File: src/logic/counter_array_pkg.sv
package counter_array_pkg;

    // ****************************************
    // Widths
    // ****************************************
    localparam int unsigned APB_ADDR_W = 12;
    localparam int unsigned APB_DATA_W = 32;
    localparam int unsigned COUNT_W_DEFAULT = 16;
    localparam int unsigned NUM_MODULES_DEFAULT = 5;
    localparam int unsigned REG_W = 8;

    // ****************************************
    // Register indices and byte addresses
    // ****************************************
    localparam logic [7:0] CONTROL_IDX = 8'hD8;
    localparam logic [7:0] MODE_IDX = 8'hD9;
    localparam logic [7:0] INT_STATUS_IDX = 8'hDA;
    localparam logic [7:0] INT_MASK_IDX = 8'hDB;
    localparam logic [7:0] COUNT_IDX = 8'hDC;
    localparam logic [11:0] CONTROL_ADDR = {2'b00, CONTROL_IDX, 2'b00};
    localparam logic [11:0] MODE_ADDR = {2'b00, MODE_IDX, 2'b00};
    localparam logic [11:0] INT_STATUS_ADDR = {2'b00, INT_STATUS_IDX, 2'b00};
    localparam logic [11:0] INT_MASK_ADDR = {2'b00, INT_MASK_IDX, 2'b00};
    localparam logic [11:0] COUNT_ADDR = {2'b00, COUNT_IDX, 2'b00};

    // ****************************************
    // Field positions
    // ****************************************
    localparam int unsigned CTL_OVF_BIT = 7;
    localparam int unsigned CTL_RUN_BIT = 6;
    localparam int unsigned MODE_IDLE_STOP_BIT = 7;
    localparam int unsigned MODE_WDT_BIT = 6;
    localparam int unsigned MODE_SRC_HI_BIT = 2;
    localparam int unsigned MODE_SRC_LO_BIT = 1;
    localparam int unsigned MODE_OVF_IRQ_BIT = 0;
    localparam int unsigned COUNT_STATE_LSB = 16;
    localparam int unsigned COUNT_WDT_BIT = 19;

    // ****************************************
    // Reset values and implemented-bit masks
    // ****************************************
    localparam logic [7:0] CONTROL_RESET = 8'h00;
    localparam logic [7:0] MODE_RESET = 8'h00;
    localparam logic [7:0] INT_STATUS_RESET = 8'h00;
    localparam logic [7:0] INT_MASK_RESET = 8'h00;
    localparam logic [7:0] CONTROL_IMPL = 8'hDF;
    localparam logic [7:0] MODE_IMPL = 8'hC7;
    localparam logic [7:0] INT_IMPL = 8'h9F;

    // ****************************************
    // Count source select and dividers
    // ****************************************
    typedef enum logic [1:0] {
        SRC_DIV_SLOW = 2'b00,
        SRC_DIV_FAST = 2'b01,
        SRC_TIMER0 = 2'b10,
        SRC_EXTERNAL = 2'b11
    } count_src_e;

    localparam logic [3:0] DIV_SLOW_STD = 4'hC;
    localparam logic [3:0] DIV_SLOW_X2 = 4'h6;
    localparam logic [3:0] DIV_FAST_STD = 4'h4;
    localparam logic [3:0] DIV_FAST_X2 = 4'h2;

    // ****************************************
    // Counter run state
    // ****************************************
    typedef enum logic [2:0] {
        ST_STOPPED = 3'b001,
        ST_RUNNING = 3'b010,
        ST_IDLE_HELD = 3'b100
    } run_state_e;

endpackage

File: src/logic/count_src_if.sv
`timescale 1ns/10ps
interface count_src_if;
    import counter_array_pkg::*;
    count_src_e sel;
    logic doubleSpeed;
    logic enable;
    logic pulse;

    modport ctrl (output sel, output doubleSpeed, output enable, input pulse);
    modport gen (input sel, input doubleSpeed, input enable, output pulse);
endinterface

File: src/logic/count_pulse_gen.sv
`timescale 1ns/10ps
module count_pulse_gen
    import counter_array_pkg::*;
(
    input wire logic clk,
    input wire logic rst_n,
    count_src_if.gen src,
    input wire logic timer0Overflow,
    input wire logic externalCountInput
);

    // ****************************************
    // Prescaler and external input capture
    // ****************************************
    logic [3:0] pre_r;
    logic [3:0] pre_nxt;
    logic eciMeta_r;
    logic eciSync_r;
    logic eciLast_r;
    logic pulse_r;
    logic pulse_nxt;
    logic [3:0] divisor;
    logic preWrap;
    logic eciFall;

    always_comb begin
        case (src.sel)
            SRC_DIV_SLOW: divisor = src.doubleSpeed ? DIV_SLOW_X2 : DIV_SLOW_STD;
            SRC_DIV_FAST: divisor = src.doubleSpeed ? DIV_FAST_X2 : DIV_FAST_STD;
            default: divisor = DIV_FAST_STD;
        endcase
        preWrap = (pre_r >= divisor - 4'h1);
        eciFall = eciLast_r & ~eciSync_r;
        if (!src.enable || preWrap) begin
            pre_nxt = 4'h0;
        end else begin
            pre_nxt = pre_r + 4'h1;
        end
        case (src.sel)
            SRC_DIV_SLOW: pulse_nxt = src.enable & preWrap;
            SRC_DIV_FAST: pulse_nxt = src.enable & preWrap;
            SRC_TIMER0: pulse_nxt = src.enable & timer0Overflow;
            SRC_EXTERNAL: pulse_nxt = src.enable & eciFall;
            default: pulse_nxt = 1'b0;
        endcase
    end

    always_ff @(posedge clk or negedge rst_n) begin
        if (!rst_n) begin
            pre_r <= 4'h0;
            eciMeta_r <= 1'b0;
            eciSync_r <= 1'b0;
            eciLast_r <= 1'b0;
            pulse_r <= 1'b0;
        end else begin
            pre_r <= pre_nxt;
            eciMeta_r <= externalCountInput;
            eciSync_r <= eciMeta_r;
            eciLast_r <= eciSync_r;
            pulse_r <= pulse_nxt;
        end
    end

    assign src.pulse = pulse_r;

endmodule

File: src/logic/counter_array_timebase.sv
// Design decision made here: the APB interface to the registers.
`timescale 1ns/10ps
// Functional notes
// - Idle-stop bit halts counter during core idle
// - Watchdog enable bit gates module 4 watchdog
// - Source select: div12/6, div4/2, timer0, external
// - Run control bit 6 starts and stops counter
// - Overflow flag bit 7 set on rollover
// - Overflow interrupt only with overflow enable set
// - Overflow flag: hardware sets, software sets/clears
// - Control bits 0-4 are module event flags
// - Module match or capture sets its flag
// - Module flags cleared only by software
// - Unimplemented bits read undefined, here zero
module counter_array_timebase
    import counter_array_pkg::*;
#(
    parameter int unsigned COUNT_W = COUNT_W_DEFAULT,
    parameter int unsigned NUM_MODULES = NUM_MODULES_DEFAULT
)
(
    input wire logic clk,
    input wire logic rst_n,
    input wire logic [APB_ADDR_W-1:0] paddr,
    input wire logic psel,
    input wire logic penable,
    input wire logic pwrite,
    input wire logic [APB_DATA_W-1:0] pwdata,
    output logic [APB_DATA_W-1:0] prdata,
    output logic pready,
    output logic pslverr,

    input wire logic idleMode,
    input wire logic doubleSpeedMode,
    input wire logic timer0Overflow,
    input wire logic externalCountInput,
    input wire logic [NUM_MODULES-1:0] moduleEvent,

    output logic [COUNT_W-1:0] counterValue,
    output logic watchdogEnable,
    output logic irq
);

    // ****************************************
    // Elaboration checks
    // ****************************************
    generate
        if (COUNT_W < 2 || COUNT_W > COUNT_STATE_LSB) begin : g_bad_count_w
            $error("COUNT_W must lie between 2 and 16");
        end
        if (NUM_MODULES < 1 || NUM_MODULES > NUM_MODULES_DEFAULT) begin : g_bad_modules
            $error("NUM_MODULES must lie between 1 and 5");
        end
        if (DIV_SLOW_X2 == 4'h0 || DIV_FAST_X2 == 4'h0) begin : g_bad_divisor
            $error("Prescaler divisors must be nonzero");
        end
    endgenerate

    // ****************************************
    // Declarations
    // ****************************************
    logic [7:0] control_r;
    logic [7:0] control_nxt;

    logic [7:0] mode_r;
    logic [7:0] mode_nxt;

    logic [7:0] intStatus_r;
    logic [7:0] intStatus_nxt;

    logic [7:0] intMask_r;
    logic [7:0] intMask_nxt;

    logic [COUNT_W-1:0] count_r;
    logic [COUNT_W-1:0] count_nxt;

    run_state_e state_r;
    run_state_e state_nxt;

    logic [APB_DATA_W-1:0] prdata_r;
    logic [APB_DATA_W-1:0] prdata_nxt;

    logic setupPhase;
    logic accessPhase;
    logic writeAccess;

    logic addrMapped;
    logic writeControl;
    logic writeMode;
    logic writeIntStatus;
    logic writeIntMask;

    logic [APB_DATA_W-1:0] readData;

    logic runControlBit;
    logic overflowFlag;
    logic idleStopBit;
    logic watchdogEnableBit;
    logic overflowIrqEnable;
    logic countSourceSelHi;
    logic countSourceSelLo;
    logic [NUM_MODULES-1:0] moduleEventFlag;
    logic [NUM_MODULES-1:0] moduleFlagNxt;

    logic countStep;
    logic overflowEvent;
    logic [7:0] eventVector;
    logic [7:0] irqGate;
    logic [COUNT_W-1:0] countMax;

    count_src_if srcBus ();

    // ****************************************
    // Field views
    // ****************************************
    assign runControlBit = control_r[CTL_RUN_BIT];
    assign overflowFlag = control_r[CTL_OVF_BIT];

    assign idleStopBit = mode_r[MODE_IDLE_STOP_BIT];
    assign watchdogEnableBit = mode_r[MODE_WDT_BIT];
    assign overflowIrqEnable = mode_r[MODE_OVF_IRQ_BIT];
    assign countSourceSelHi = mode_r[MODE_SRC_HI_BIT];
    assign countSourceSelLo = mode_r[MODE_SRC_LO_BIT];
    assign moduleEventFlag = control_r[NUM_MODULES-1:0];
    assign countMax = '1;

    // ****************************************
    // APB decode
    // ****************************************
    assign setupPhase = psel & ~penable;
    assign accessPhase = psel & penable;
    assign writeAccess = accessPhase & pwrite;

    always_comb begin
        case (paddr)
            CONTROL_ADDR: addrMapped = 1'b1;
            MODE_ADDR: addrMapped = 1'b1;
            INT_STATUS_ADDR: addrMapped = 1'b1;
            INT_MASK_ADDR: addrMapped = 1'b1;
            COUNT_ADDR: addrMapped = 1'b1;
            default: addrMapped = 1'b0;
        endcase
    end

    assign writeControl = writeAccess & (paddr == CONTROL_ADDR);
    assign writeMode = writeAccess & (paddr == MODE_ADDR);
    assign writeIntStatus = writeAccess & (paddr == INT_STATUS_ADDR);
    assign writeIntMask = writeAccess & (paddr == INT_MASK_ADDR);

    assign pready = 1'b1;
    assign pslverr = accessPhase & ~addrMapped;

    // ****************************************
    // Read data
    // ****************************************
    always_comb begin
        readData = '0;
        case (paddr)
            CONTROL_ADDR: readData[7:0] = control_r & CONTROL_IMPL;
            MODE_ADDR: readData[7:0] = mode_r & MODE_IMPL;
            INT_STATUS_ADDR: readData[7:0] = intStatus_r;
            INT_MASK_ADDR: readData[7:0] = intMask_r;
            COUNT_ADDR: begin
                readData[COUNT_W-1:0] = count_r;
                readData[COUNT_STATE_LSB +: 3] = state_r;
                readData[COUNT_WDT_BIT] = watchdogEnableBit;
            end
            default: readData = '0;
        endcase
    end

    always_comb begin
        prdata_nxt = prdata_r;
        if (setupPhase && !pwrite) begin
            prdata_nxt = readData;
        end
    end

    // ****************************************
    // Count source generator
    // ****************************************
    assign srcBus.sel = count_src_e'({countSourceSelHi, countSourceSelLo});
    assign srcBus.doubleSpeed = doubleSpeedMode;
    assign srcBus.enable = (state_r == ST_RUNNING);

    count_pulse_gen i_count_pulse_gen (
        .clk(clk),
        .rst_n(rst_n),
        .src(srcBus),
        .timer0Overflow(timer0Overflow),
        .externalCountInput(externalCountInput)
    );

    // ****************************************
    // Run state
    // ****************************************
    always_comb begin
        case (state_r)
            ST_STOPPED: begin
                if (!runControlBit) begin
                    state_nxt = ST_STOPPED;
                end else if (idleMode && idleStopBit) begin
                    state_nxt = ST_IDLE_HELD;
                end else begin
                    state_nxt = ST_RUNNING;
                end
            end

            ST_RUNNING: begin
                if (!runControlBit) begin
                    state_nxt = ST_STOPPED;
                end else if (idleMode && idleStopBit) begin
                    state_nxt = ST_IDLE_HELD;
                end else begin
                    state_nxt = ST_RUNNING;
                end
            end

            ST_IDLE_HELD: begin
                if (!runControlBit) begin
                    state_nxt = ST_STOPPED;
                end else if (idleMode && idleStopBit) begin
                    state_nxt = ST_IDLE_HELD;
                end else begin
                    state_nxt = ST_RUNNING;
                end
            end

            default: state_nxt = ST_STOPPED;
        endcase
    end

    // ****************************************
    // Counter
    // ****************************************
    assign countStep = srcBus.pulse & (state_r == ST_RUNNING);
    assign overflowEvent = countStep & (count_r == countMax);

    always_comb begin
        count_nxt = count_r;
        if (countStep) begin
            count_nxt = count_r + {{(COUNT_W-1){1'b0}}, 1'b1};
        end
    end

    // ****************************************
    // Module event flags
    // ****************************************
    genvar gi;

    generate
        for (gi = 0; gi < NUM_MODULES; gi++) begin : g_mod_flag
            // Hardware set wins over a software clear in the same cycle
            assign moduleFlagNxt[gi] = (writeControl ? pwdata[gi] : moduleEventFlag[gi])
                                       | moduleEvent[gi];
        end
    endgenerate

    // ****************************************
    // Control and mode registers
    // ****************************************
    always_comb begin
        control_nxt = control_r;
        if (writeControl) begin
            control_nxt[CTL_RUN_BIT] = pwdata[CTL_RUN_BIT];
            control_nxt[CTL_OVF_BIT] = pwdata[CTL_OVF_BIT];
        end
        if (overflowEvent) begin
            control_nxt[CTL_OVF_BIT] = 1'b1;
        end
        control_nxt[NUM_MODULES-1:0] = moduleFlagNxt;
        control_nxt = control_nxt & CONTROL_IMPL;
    end

    always_comb begin
        mode_nxt = mode_r;
        if (writeMode) begin
            mode_nxt = pwdata[7:0] & MODE_IMPL;
        end
    end

    // ****************************************
    // Interrupt status and mask
    // ****************************************
    always_comb begin
        eventVector = 8'h00;
        eventVector[CTL_OVF_BIT] = overflowEvent;
        eventVector[NUM_MODULES-1:0] = moduleEvent;
        irqGate = 8'h1F;
        irqGate[CTL_OVF_BIT] = overflowIrqEnable;
    end

    always_comb begin
        intStatus_nxt = intStatus_r;
        if (writeIntStatus) begin
            intStatus_nxt = intStatus_r & ~pwdata[7:0];
        end
        intStatus_nxt = (intStatus_nxt | eventVector) & INT_IMPL;
    end

    always_comb begin
        intMask_nxt = intMask_r;
        if (writeIntMask) begin
            intMask_nxt = pwdata[7:0] & INT_IMPL;
        end
    end

    // ****************************************
    // State registers
    // ****************************************
    always_ff @(posedge clk or negedge rst_n) begin
        if (!rst_n) begin
            control_r <= CONTROL_RESET;
            mode_r <= MODE_RESET;
            intStatus_r <= INT_STATUS_RESET;
            intMask_r <= INT_MASK_RESET;
            count_r <= '0;
            state_r <= ST_STOPPED;
            prdata_r <= '0;
        end else begin
            control_r <= control_nxt;
            mode_r <= mode_nxt;
            intStatus_r <= intStatus_nxt;
            intMask_r <= intMask_nxt;
            count_r <= count_nxt;
            state_r <= state_nxt;
            prdata_r <= prdata_nxt;
        end
    end

    // ****************************************
    // Outputs
    // ****************************************
    assign prdata = prdata_r;
    assign counterValue = count_r;
    assign watchdogEnable = watchdogEnableBit;
    assign irq = |(intStatus_r & intMask_r & irqGate);

endmodule
File: config.mk
export PLATFORM = sky130hd
export DESIGN_NAME = counter_array_timebase
export DESIGN_NICKNAME = d
export VERILOG_FILES = /design/src/logic/counter_array_pkg.sv /design/src/logic/count_src_if.sv /design/src/logic/count_pulse_gen.sv /design/src/logic/counter_array_timebase.sv
export SDC_FILE = /design/constraint.sdc
export NUM_CORES = 1
export LEC_CHECK = 0
export BUFFER_PORTS_ARGS = -buffer_cell sky130_fd_sc_hd__buf_2
export CAP_MARGIN = 20
export CORE_UTILIZATION = 29
export DETAILED_ROUTE_END_ITERATION = 7
export PLACE_DENSITY = 0.56
export SETUP_SLACK_MARGIN = 0.05
export SYNTH_ARGS = -nofsm -noshare
export SYNTH_HDL_FRONTEND = slang
export SYNTH_SLANG_ARGS = --single-unit
File: constraint.sdc
create_clock -name clk -period 1.65 [get_ports clk]
set_clock_uncertainty 0.15 [all_clocks]
set_input_delay 0.0825 -clock clk [delete_from_list [all_inputs] [get_ports clk]]
set_output_delay 0.0825 -clock clk [all_outputs]
set_load 0.05 [all_outputs]
# After elaboration in Yosys (flattened, before gate mapping)
# Index checks and enable logic that the tools add are counted.
[totals] regBits=71 input_bits=58 output_inout_bits=52 elab_cells=87
[op_classes] eq_ne=12 bitwise_logic=27 magnitude_cmp=1 mux=19 add_sub_neg=3 n_reduce_logical=11
[op_table] operator="$eq A12 B10 Y1 const B" n=5
[op_table] operator="$pmux W8 S5" n=1
[op_table] operator="$and A8 B8 Y8" n=3
[op_table] operator="$add A16 B1 Y16 const B" n=1
[op_table] operator="$eq A16 B16 Y1 const B" n=1
[op_table] operator="$and A1 B1 Y1" n=14
[op_table] operator="$mux W12" n=1
[op_table] operator="$mux W3" n=4
[op_table] operator="$mux W4" n=2
[op_table] operator="$mux W8" n=1
[op_table] operator="$not A8 Y8" n=1
[op_table] operator="$or A8 B8 Y8" n=1
[op_table] operator="$pmux W4 S2" n=1
[op_table] operator="$reduce_or A8 Y1" n=1
[op_table] operator="$mux W1" n=7
[op_table] operator="$or A1 B1 Y1" n=5
[op_table] operator="$reduce_or A5 Y1" n=1
[op_table] operator="$add A4 B1 Y4 const B" n=1
[op_table] operator="$eq A2 B2 Y1 const B" n=2
[op_table] operator="$ge A4 B4 Y1" n=1
[op_table] operator="$sub A4 B1 Y4 const B" n=1
[op_table] operator="$eq A3 B1 Y1 const B" n=1
[op_table] operator="$eq A3 B2 Y1 const B" n=1
[op_table] operator="$eq A3 B3 Y1 const B" n=1
[op_table] operator="other kinds (11)" n=15

# Longest topological paths before layout
# Gate-level depths: netlist of the first run.
[logic_depth] word_depth=6 ltp_mapped=6 depth_no_buf=6

# Cells and area by module
# From an unflattened synthesis of the first run, not the netlist that was laid out.
[hier_totals] hier_cells=311 area_unflattened_um2=3408.3
[modules_own_cells] module="counter_array_timebase" instances=1 seq_area_each_um2=1577.8 area_each_um2=3017.9 cells_per_inst=278
[modules_own_cells] module="count_pulse_gen" instances=1 seq_area_each_um2=200.2 area_each_um2=390.4 cells_per_inst=33

# Least setup slack after synthesis of the first run
# Ideal clock, no wire load.
[synth_timing] path_type="reg-to-reg" start="register count_r[0], in the netlist counterValue[0]" end="register count_r[8], in the netlist counterValue[8]" required_ns=1.355 period_less_slack_ns=1.892 setup_ns=0.145 stages_incl_launch_ff=6 n_path_buf=0 arrival_time_ns=1.597 setup_slack_ns=-0.242 path_cell_list="dfrtp_1 > ha_1 > and4_1 > and2_1 > and4_1 > xor2_1"
[synth_between] elab_chain_cells=1
[synth_rtl] item="from (decl)" line_no="counter_array_timebase.sv:74" source="logic [COUNT_W-1:0] count_r;"
[synth_rtl] item="from (signal assigned)" line_no="counter_array_timebase.sv:325" source="count_r <= count_nxt;"
[synth_rtl] item="$add A16 B1 Y16" line_no="counter_array_timebase.sv:242" source="count_nxt = count_r + {{(COUNT_W-1){1'b0}}, 1'b1};"
# No other way between the ends.
# A chain may end at the register's enable or synchronous reset.

# Final worst setup path of the first run
[layout_timing] start="register state_r[2]" end="register count_r[10], in the netlist counterValue[10]"
[layout_between] elab_chain_cells=2
[layout_rtl] item="from (decl)" line_no="counter_array_timebase.sv:77" source="run_state_e state_r;"
[layout_rtl] item="from (signal assigned)" line_no="counter_array_timebase.sv:326" source="state_r <= state_nxt;"
[layout_rtl] item="$eq A3 B2 Y1" line_no="counter_array_timebase.sv:236" source="assign countStep = srcBus.pulse & (state_r == ST_RUNNING);"
[layout_rtl] item="$and A1 B1 Y1" line_no="counter_array_timebase.sv:236"
# No other way between the ends.

==> metrics.md, run 1 <==
| Metric | Value |
|---|---|
| Setup TNS | -2.529 ps |
| IO Count | 110 |
| ANT nets after route | 0 |
| DRC | 0 |
| Area grow syn2layout | 42.06% |
| DR WL/cell | 14.50 µm |
| Largest net degree at the start of global routing | 46 |
| First-pass GRT wire length | 13720 µm |
| Syn Area/Cell | between 10 and 15 µm² |
| Critical Path RT | around 1700 ps |
| Worst setup path category | flip-flop to flip-flop |
| Fmax | around 600 MHz |
| Drt first pass iters | 4 |
| Initial core utilization | between 20 and 30% |
| Total number of vias | 2673 |
| Die Y | between 100 and 150 µm |
| Setup crit start kind | flip-flop |
| Synthesized flop and latch total | between 70 and 80 |
| Status | finished with violations |
| HP Class | input port to flip-flop |
| WL final | ~8000 µm |
| Slowest-stage cell, CP | dfrtp_1 |
| Hold Worst Slack | between 70 and 80 ps |
| Final GP Congestion | roughly 0.80 |
| Peak supply drop | about 0.56 mV |
| CP Capture Type | flip-flop |
| Total Routing Usage GR | 14.29% |
| Synthesized instance count | around 290 |
| Final critical-path share of the clock period | 100.2% |
| Initial antenna violation count | 0 |
| Final setup vio count | 1 |
| Root buf cell | clkbuf_16 |
| Largest stage delay on the critical path | between 300 and 400 ps |
| Final hold violations | 0 |
| P per Cell Area | about 860 nW/µm² |
| Clock-pin slew on the worst setup and hold paths | ~60 ps |
| Share of the yosys chip area belonging to registers | between 50% and 60% |
| Post-layout min period | 1653 ps |
| Full die area | around 12000 µm² |
| Fillers | 1108 |
| Crit-path cells | nor4bb_2, buf_4, buf_6, nand4_1, buf_4, xnor2_1 |
| RSZ-0062 raised after global routing | yes |
| Core Rows | 39 |
| Synth unique cells | 49 |
| 1st-iter DRT viols | 106 |
| Synth warn | 0 |
| Clock latency on the worst-skew pair | ~330 ps |
| Pre-CTS setup slack | -110.6 ps |
| Critical path's top delay family | buffers and inverters |
| Vias/cell | ~4.7 |
| Leakage | approximately 2.4 nW |
| N_diodes | 0 |
| CTS tree | yes |
| Maximum net fanout on the critical path | 3 |
| Num Clock Sinks | 71 |
| Layout cells sized above 1 | roughly 45% |
| CP bufs+invs | 3 |
| CTS H-tree lvls | 3 |
| Hpwl dp | roughly 6000 µm |
| Most frequent CP cell | buf_4 |
| Final WS setup | -2.529 ps |
| Nets@finish | between 400 and 500 |
| Failing checks | negative setup slack |
| Clock buffer depth | 2 |
| Max_cap viols | 0 |
| Mapped Area | between 3000 and 4000 µm² |
| Critical path data arrival time | ~1700 ps |
| Number of global-route vias before repair | around 2.8k |
| Total CTS buffers | 9 |
| GRT overflow | 0 |
| Final count of pins violating max slew | 0 |
| Port Buffer Count | 71 |
| Core ar. | between 10000 and 15000 µm² |
| Die X | 110.4 µm |
==> tightest hold or removal path, stage by stage <==
cell and delay (ps):
buf_2 90, buf_4 110, nor2_1 70, nand3b_1 80, o21ai_0 80
==> placed cells by master, fill, tap and decap left out, types with 4 or more instances in the layout <==
cell type and count:
clkbuf_16 9, nand2_2 6, a211o_1 5, buf_2 70, mux2_2 16, nor2b_1 6, buf_6 4, a22o_1 17
buf_4 41, nand2_1 19, nand4_1 10, dlygate4sd3_1 16, a21o_1 6, nor2_1 8, and3_1 5, mux2i_1 10
xor2_1 8, and4_1 5, o211ai_1 5, dfrtp_2 9, conb_1 13, xnor2_1 10, dfrtp_1 61, o21ai_0 8
==> final cells by class <==
type	count	area [µm²]	share of cell area (%)
tap	143	178.9	3.694
clock inverter	5	80.08	1.653
inverter	2	7.507	0.1550
multi-input combinational	203	1632	33.69
timing repair buffer	133	903.4	18.65
sequential	71	1789	36.94
clock buffer	11	252.7	5.218
==> path summary, 6_finish.rpt <==
kind	from	to	slack, ps	cells past startpoint
hold / removal	paddr[1]	prdata[6]$_DFFE_PN0P_	80	5
setup reg to reg	state_r[2]$_DFF_PN0_	counterValue[10]$_DFFE_PN0P_	-3	6
max in group asynchronous	rst_n	prdata[5]$_DFFE_PN0P_	750	3
min in group asynchronous	rst_n	counterValue[5]$_DFFE_PN0P_	140	3
setup / recovery	state_r[2]$_DFF_PN0_	counterValue[10]$_DFFE_PN0P_	-3	6
hold reg to reg	i_count_pulse_gen.eciMeta_r$_DFF_PN0_	i_count_pulse_gen.eciSync_r$_DFF_PN0_	200	0
==> cells in the mapped netlist, drive strengths merged <==
cell type,count,share of area (%)
and2,1,0.18
or3,1,0.18
mux2,17,5.6
nor4bb,1,0.29
mux2i,10,2.9
or4,1,0.33
a31oi,1,0.18
and3,6,1.1
xnor2,10,2.6
nand4b,1,0.26
or4b,1,0.29
inv,2,0.22
nor3b,1,0.22
or3b,2,0.51
nor2,11,1.3
a21bo,1,0.29
buf,21,4.3
nand2b,2,0.37
a211o,5,1.3
a22o,17,4.4
xor2,8,2.1
nand3b,3,0.66
nand4,10,1.8
o22a,2,0.51
o211ai,5,1.1
dfstp,1,0.77
o21ai,9,1.3
a222oi,1,0.29
nand2,25,2.8
conb,2,0.22
ha,5,1.8
nor2b,7,1.3
a21o,6,1.3
nand4bb,1,0.48
nor4,3,1.9
nand3,4,0.59
clkbuf,2,0.22
nor3,2,0.44
a21oi,2,0.29
a22oi,1,0.22
a221oi,1,0.26
dfrtp,70,51
and4,6,1.5
==> routing by layer <==
| metal | part of all wire (%) | track usage (%) | vias to the layer above |
|---|---|---|---|
| met5 | 0 | 0 | - |
| met4 | 1.1 | 4.000 | 0 |
| met3 | 4.7 | 4.610 | 11 |
| met2 | 49 | 23.64 | 71 |
| met1 | 45 | 17.84 | 1295 |
| li1 | - | - | 1296 |
==> power by group <==
part	switching (mW)	leakage (nW)	internal [mW]	total, mW
combinational	0.189	1.30	0.111	0.300
clock	0.708	0.158	1.40	2.11
sequential	0.00151	0.904	1.75	1.75
==> registers in the layout, summed over array words and instances, names as in the netlist, 3 cells and up <==
name                     cells
prdata                      20
counterValue                16
control_r                    7
intMask_r                    6
intStatus_r                  6
mode_r                       5
i_count_pulse_gen.pre_r      4
state_r                      3
==> per-stage QoR <==
step / instance area (µm²) / instances / util, % / power [mW]
6_report: 4843 / 568 / 42.42 / 4.158
5_1_grt: 4843 / 568 / 42.42 / 4.327
4_1_cts: 4777 / 565 / 41.84 / 4.217
3_5_place_dp: 4170 / 526 / 36.52 / 2.047
3_3_place_gp: 4170 / 526 / 36.52 / 2.045
2_1_floorplan: 3500 / 299 / - / 1.938
==> cells by family after synthesis <==
| family | after synthesis | share of synthesized area (%) |
|---|---|---|
| multiplexers | 27 | 8.550 |
| other | 2 | 0.2203 |
| flip-flops | 71 | 52.15 |
| buffers and inverters | 25 | 4.697 |
| AO/OA/AOI/OAI | 51 | 11.45 |
| XOR/XNOR | 18 | 4.624 |
| adder cells (fa/ha/maj) | 5 | 1.835 |
| AND/OR/NAND/NOR | 89 | 16.48 |
==> repair_timing <==
action | in CTS | in global routing
resized for setup | 14 | 12
hold buffers | 16 | 0
pin swaps | 15 | 12
setup endpoints to repair | 15 | 24
endpoints found under the hold margin | 98 | 0
buffers inserted | 7 | 3
(Power assumes the default switching activity.)
==> run 2: changes to the inputs <==
Settings changed: REMOVE_ABC_BUFFERS set to 1.
==> metrics.md, run 2 (synthesis results as in run 1) <==
| Metric | Value |
|---|---|
| HP Class | input port to flip-flop |
| Area grow syn2layout | 41.61% |
| RR Startpoint | state_r[2]$_DFF_PN0_ |
| R2R Setup Slk | -20 ps |
| R2r endpoint | counterValue[13]$_DFFE_PN0P_ |
| Vias/cell | 4.787 |
| IO Count | 110 |
| Nets@finish | approximately 480 |
| Max reg flops | 20 |
| WL final | around 8400 µm |
| Fmax | around 600 MHz |
| Failing checks | negative setup slack |
| Number of global-route vias before repair | between 2k and 3k |
| First-pass GRT wire length | between 10000 and 15000 µm |
| DR WL/cell | roughly 15 µm |
| CTS tree | yes |
| Total Routing Usage GR | 14.97% |
| Post-layout min period | 1669 ps |
| Maximum net fanout on the critical path | 6 |
| Core Util, Final | approximately 42% |
| Final WS setup | -18.55 ps |
| Die Y | ~110 µm |
| GRT overflow | 0 |
| Total Power | 4.025 mW |
| Total CTS buffers | 9 |
| Setup crit start kind | flip-flop |
| Final count of pins violating max slew | 0 |
| Post-DP Area | between 4000 and 5000 µm² |
| RSZ-0062 raised after global routing | yes |
| Hold_sp | paddr[0] |
| Final GP Congestion | 0.7899 |
| 1st-iter DRT viols | 84 |
| CTS H-tree lvls | 3 |
| CP Capture Type | flip-flop |
| Critical path data arrival time | 1730 ps |
| Die X | roughly 110 µm |
| Hpwl dp | between 6000 and 7000 µm |
| P per Cell Area | between 800 and 900 nW/µm² |
| Initial core utilization | 29.86% |
| Non-filler cells, final | between 500 and 600 |
| Hold Worst Slack | roughly 73 ps |
| DP Cell Count | 529 |
| Most frequent cells in the layout | 70 x dfrtp_1, 70 x buf_2, 41 x buf_4 |
| Clock latency on the worst-skew pair | about 330 ps |
| WHS Path Cells | 5 |
| FF-to-FF path depth | 5 |
| Initial antenna violation count | 0 |
| Layout cells sized above 1 | slightly above 40% |
| Clock buffer depth | 2 |
| Final critical-path share of the clock period | 101.1% |
| Final hold violations | 0 |
| N_diodes | 0 |
| Max_cap viols | 0 |
| Final setup vio count | 3 |
| Root buf cell | clkbuf_16 |
| Worst setup path category | flip-flop to flip-flop |
| Core Rows | 39 |
| Num Clock Sinks | ~70 |
| Port Buffer Count | 71 |
| Total number of vias | approximately 2.7k |
| ANT nets after route | 0 |
| Largest net degree at the start of global routing | 28 |
| Critical Path RT | between 1500 and 2000 ps |
| DRC | 0 |
| Status | finished with violations |
| Peak supply drop | between 0.3 and 0.4 mV |
| Leakage | 2.410 nW |
| Clock-pin slew on the worst setup and hold paths | ~50 ps |
| Min-Delay Endpoint | prdata[6]$_DFFE_PN0P_ |
| Drt first pass iters | 4 |
| Core ar. | between 10000 and 15000 µm² |
| Full die area | approximately 12000 µm² |
| Final Instance Area | 4828 µm² |
## run 2: critical path: stages, from the launching register on
cell	delay (ps)
dfrtp_1	390
nor4bb_2	270
buf_4	180
and4_4	270
nand4_1	140
xnor2_1	150
## run 2: what timing repair did
item	CTS	global route
pin swaps	16	12
hold buffers	16	0
resized for setup	18	12
endpoints found under the hold margin	99	0
setup endpoints to repair	14	23
setup buffers	6	2
## run 2: layout make-up
cell class	instances	area, µm²
clock inverter	3	40.04
tap	143	178.9
timing repair buffer	134	923.4
inverter	2	7.507
sequential	71	1778
fill	1106	6590
clock buffer	13	270.3
multi-input combinational	203	1630
## run 2: through the flow
stage	setup WS (ps)	TNS (ps)
after floorplan	-466.3	-4747
after global placement	-108.1	-1546
after detailed placement	-114.1	-1958
after CTS	-18.20	-33.11
after global routing	-119.6	-848.1
final	-18.55	-24.44
## run 2: power by group
part / switching [mW] / internal, mW / total (mW)
Combinational: 0.188 / 0.110 / 0.298
Clock: 0.691 / 1.29 / 1.98
Sequential: 0.00167 / 1.75 / 1.75
Total: 0.881 / 3.14 / 4.03
## run 2: metal layers
metal  up-vias  routed length, µm  global-route usage [%]
met5         -                  0                       0
met1      1347               3727                   18.69
met2        72               4245                   24.97
li1       1300                  -                       -
met3         5                387                   4.720
met4         0                 53                   3.911
## run 2: worst max-delay path by stage
stage / start / end / cells past startpoint
floorplan: state_r[2]$_DFF_PN0_ / counterValue[13]$_DFFE_PN0P_ / 4
global placement: state_r[2]$_DFF_PN0_ / counterValue[7]$_DFFE_PN0P_ / 5
detailed placement: mode_r[2]$_DFFE_PN0P_ / i_count_pulse_gen.pre_r[3]$_DFF_PN0_ / 5
CTS: state_r[2]$_DFF_PN0_ / counterValue[7]$_DFFE_PN0P_ / 5
global route: state_r[2]$_DFF_PN0_ / counterValue[13]$_DFFE_PN0P_ / 5
finish: state_r[2]$_DFF_PN0_ / counterValue[13]$_DFFE_PN0P_ / 5
==> run 3: changes to the inputs <==
Settings changed: ABC_AREA set to 1, MAX_ROUTING_LAYER set to met4.
==> metrics.md, run 3 <==
| Metric | Value |
|---|---|
| Number of global-route vias before repair | a little over 3k |
| Min-Delay Endpoint | i_count_pulse_gen.src.pulse$_DFF_PN0_ |
| 1st-iter DRT viols | 146 |
| Root buf cell | clkbuf_16 |
| Final hold violations | 0 |
| Clock latency on the worst-skew pair | about 330 ps |
| Drt first pass iters | 4 |
| Syn Area/Cell | between 8 and 9 µm² |
| Final GP Congestion | a little over 0.8 |
| WHS Path Cells | 5 |
| Leakage | ~2.6 nW |
| Hpwl dp | between 6000 and 7000 µm |
| Most frequent cells in the layout | 98 x nand2_1, 70 x buf_2, 67 x dfrtp_1 |
| Final Instance Area | 4888 µm² |
| WL final | approximately 8900 µm |
| Post-synth top area cell | dfrtp_1 |
| HP Class | input port to flip-flop |
| Critical path data arrival time | approximately 1400 ps |
| Core Util, Final | about two fifths |
| Post-DP Area | 4314 µm² |
| CP bufs+invs | 1 |
| Initial antenna violation count | 0 |
| Clock buffer depth | 2 |
| Synthesized instance count | roughly 430 |
| Slowest-stage cell, CP | dfrtp_1 |
| GRT overflow | 0 |
| Die Y | about 120 µm |
| Full die area | 13460 µm² |
| RR Startpoint | mode_r[2]$_DFFE_PN0P_ |
| Mapped Area | 3771 µm² |
| Final setup vio count | 0 |
| Fmax | 624.3 MHz |
| Largest net degree at the start of global routing | 72 |
| P per Cell Area | between 800 and 900 nW/µm² |
| Die X | approximately 120 µm |
| Final WS setup | between 40 and 50 ps |
| Hold_sp | timer0Overflow |
| Total Power | 4.231 mW |
| Async SR Flop Fraction | 100.0% |
| Num Clock Sinks | 71 |
| FF-to-FF path depth | 6 |
| Non-filler cells, final | 718 |
| Max_cap viols | 0 |
| Fillers | between 1k and 1.5k |
| Synth top area share | 46.45% |
| Status | completed |
| Most used DFF post-synth | dfrtp_1 |
| Final critical-path share of the clock period | just under 100% |
| Setup crit start kind | flip-flop |
| RSZ-0062 raised after global routing | yes |
| Most frequent CP cell | nand2_1 |
| Clock-pin slew on the worst setup and hold paths | about 50 ps |
| Initial core utilization | 29.76% |
| Final count of pins violating max slew | 0 |
| Max reg flops | 20 |
| Share of the yosys chip area belonging to registers | a little under half |
| IO Count | between 100 and 150 |
| R2r endpoint | i_count_pulse_gen.pre_r[1]$_DFF_PN0_ |
| CP Capture Type | output port |
| Pre-CTS setup slack | between 40 and 50 ps |
| Vias/cell | roughly 4.4 |
| Nets@finish | ~600 |
| Commonest cells in the netlist | 98 x nand2_1, 70 x dfrtp_1, 44 x inv_1, 43 x nand3_1, 27 x nor2_1 |
| Crit-path cells | nand2_1, nand2_1, a221oi_2, nand3_1, buf_6 |
| DR WL/cell | around 12 µm |
| Peak supply drop | between 0.4 and 0.5 mV |
| R2R Setup Slk | between 100 and 150 ps |
| Total CTS buffers | 9 |
| Core ar. | between 10000 and 15000 µm² |
| Post-layout min period | about 1600 ps |
| Port Buffer Count | between 70 and 80 |
| Synth unique cells | 39 |
| Synthesized flop and latch total | 71 |
| Number of synthesized flops with an enable pin | 0 |
| DRC | 0 |
| Worst setup path category | flip-flop to output port |
| Ranking of synthesized cells by area | dfrtp_1 46%, nand2_1 9.8%, nand3_1 5.7% |
| Critical path's top delay family | flip-flops |
| Layout cells sized above 1 | between 30% and 40% |
| First-pass GRT wire length | between 10000 and 15000 µm |
| ANT nets after route | 0 |
| Maximum net fanout on the critical path | 2 |
| DP Cell Count | a little under 700 |
| Core Rows | a little over 40 |
| Total number of vias | 3134 |
| Hold Worst Slack | 33.92 ps |
| Critical Path RT | ~1400 ps |
| Largest stage delay on the critical path | around 380 ps |
| CTS H-tree lvls | 3 |
| Total Routing Usage GR | roughly 15% |
| Synth warn | 0 |
| Area grow syn2layout | 29.63% |
| N_diodes | 0 |
| Most common cell after layout, fill and taps aside | nand2_1 |
| Count leader, synth | nand2_1 |
| CTS tree | yes |
| Setup TNS | 0 ps |
run 3: changes by cell type after synthesis, sizes merged, moves of 12 or more:
cell | previous run | this run
nand3 | 4 | 44
mux2 | 17 | 0
a21oi | 2 | 14
o21ai | 9 | 32
inv | 2 | 53
a22o | 17 | 0
nor2 | 11 | 38
nand2 | 25 | 113
run 3: worst max-delay path by stage:
| stage | start | end | slack, ps | cells past startpoint |
|---|---|---|---|---|
| after detailed placement | mode_r[2]$_DFFE_PN0P_ | i_count_pulse_gen.pre_r[1]$_DFF_PN0_ | 40 | 6 |
| final | intStatus_r[3]$_DFF_PN0_ | irq | 50 | 5 |
| after CTS | intStatus_r[4]$_DFF_PN0_ | irq | 40 | 5 |
| after global placement | counterValue[0]$_DFFE_PN0P_ | counterValue[14]$_DFFE_PN0P_ | 110 | 6 |
| after global routing | state_r[2]$_DFF_PN0_ | counterValue[11]$_DFFE_PN0P_ | -30 | 8 |
| after floorplan | counterValue[3]$_DFFE_PN0P_ | counterValue[14]$_DFFE_PN0P_ | -110 | 7 |
run 3: layer usage:
metal	share of wire [%]	up-vias	GRT usage, %
met3	4.8	13	3.556
met2	48	67	23.45
met5	0	-	-
met1	46	1466	18.18
met4	1.4	0	4.274
li1	-	1588	-
run 3: what timing repair did:
| action | in CTS | in global routing |
|---|---|---|
| hold buffers | 16 | 0 |
| resized for setup | 4 | 9 |
| pin swaps | 2 | 2 |
| setup buffers | 3 | 4 |
| cloned | 0 | 0 |
| endpoints found under the setup margin | 4 | 15 |
| endpoints found under the hold margin | 99 | 0 |
run 3: worst min-delay path: cells and delay by family:
family,cells,cell delay (ps)
AND/OR/NAND/NOR,2,120
buffers and inverters,1,110
AO/OA/AOI/OAI,2,170
run 3: power by group:
group | internal, mW | total (mW) | leakage [nW] | switching, mW
clock network | 1.33 | 2.08 | 0.153 | 0.749
registers | 1.76 | 1.77 | 0.906 | 0.0134
logic | 0.108 | 0.374 | 1.51 | 0.266
run 3: logic make-up (layout without fill, tap and decap cells):
family	after synthesis	count (layout)	synth area share (%)
and+or+nand+nor	216	216	29.30
buffers and inverters	73	174	9.622
DFF	71	71	47.15
AOI/OAI and AO/OA	54	54	9.058
xor gates and xnor gates	13	13	3.019
adders and majority gates	5	5	1.659
other	2	13	0.1991
run 3: layout make-up:
cell class	count	area, µm²	share of cell area (%)
clock buffer	10	229.0	4.684
clock inverter	6	93.84	1.920
inverter	53	198.9	4.070
multi-input combinational	301	1700	34.78
sequential	71	1782	36.45
tap	172	215.2	4.402
timing repair buffer	105	669.4	13.69
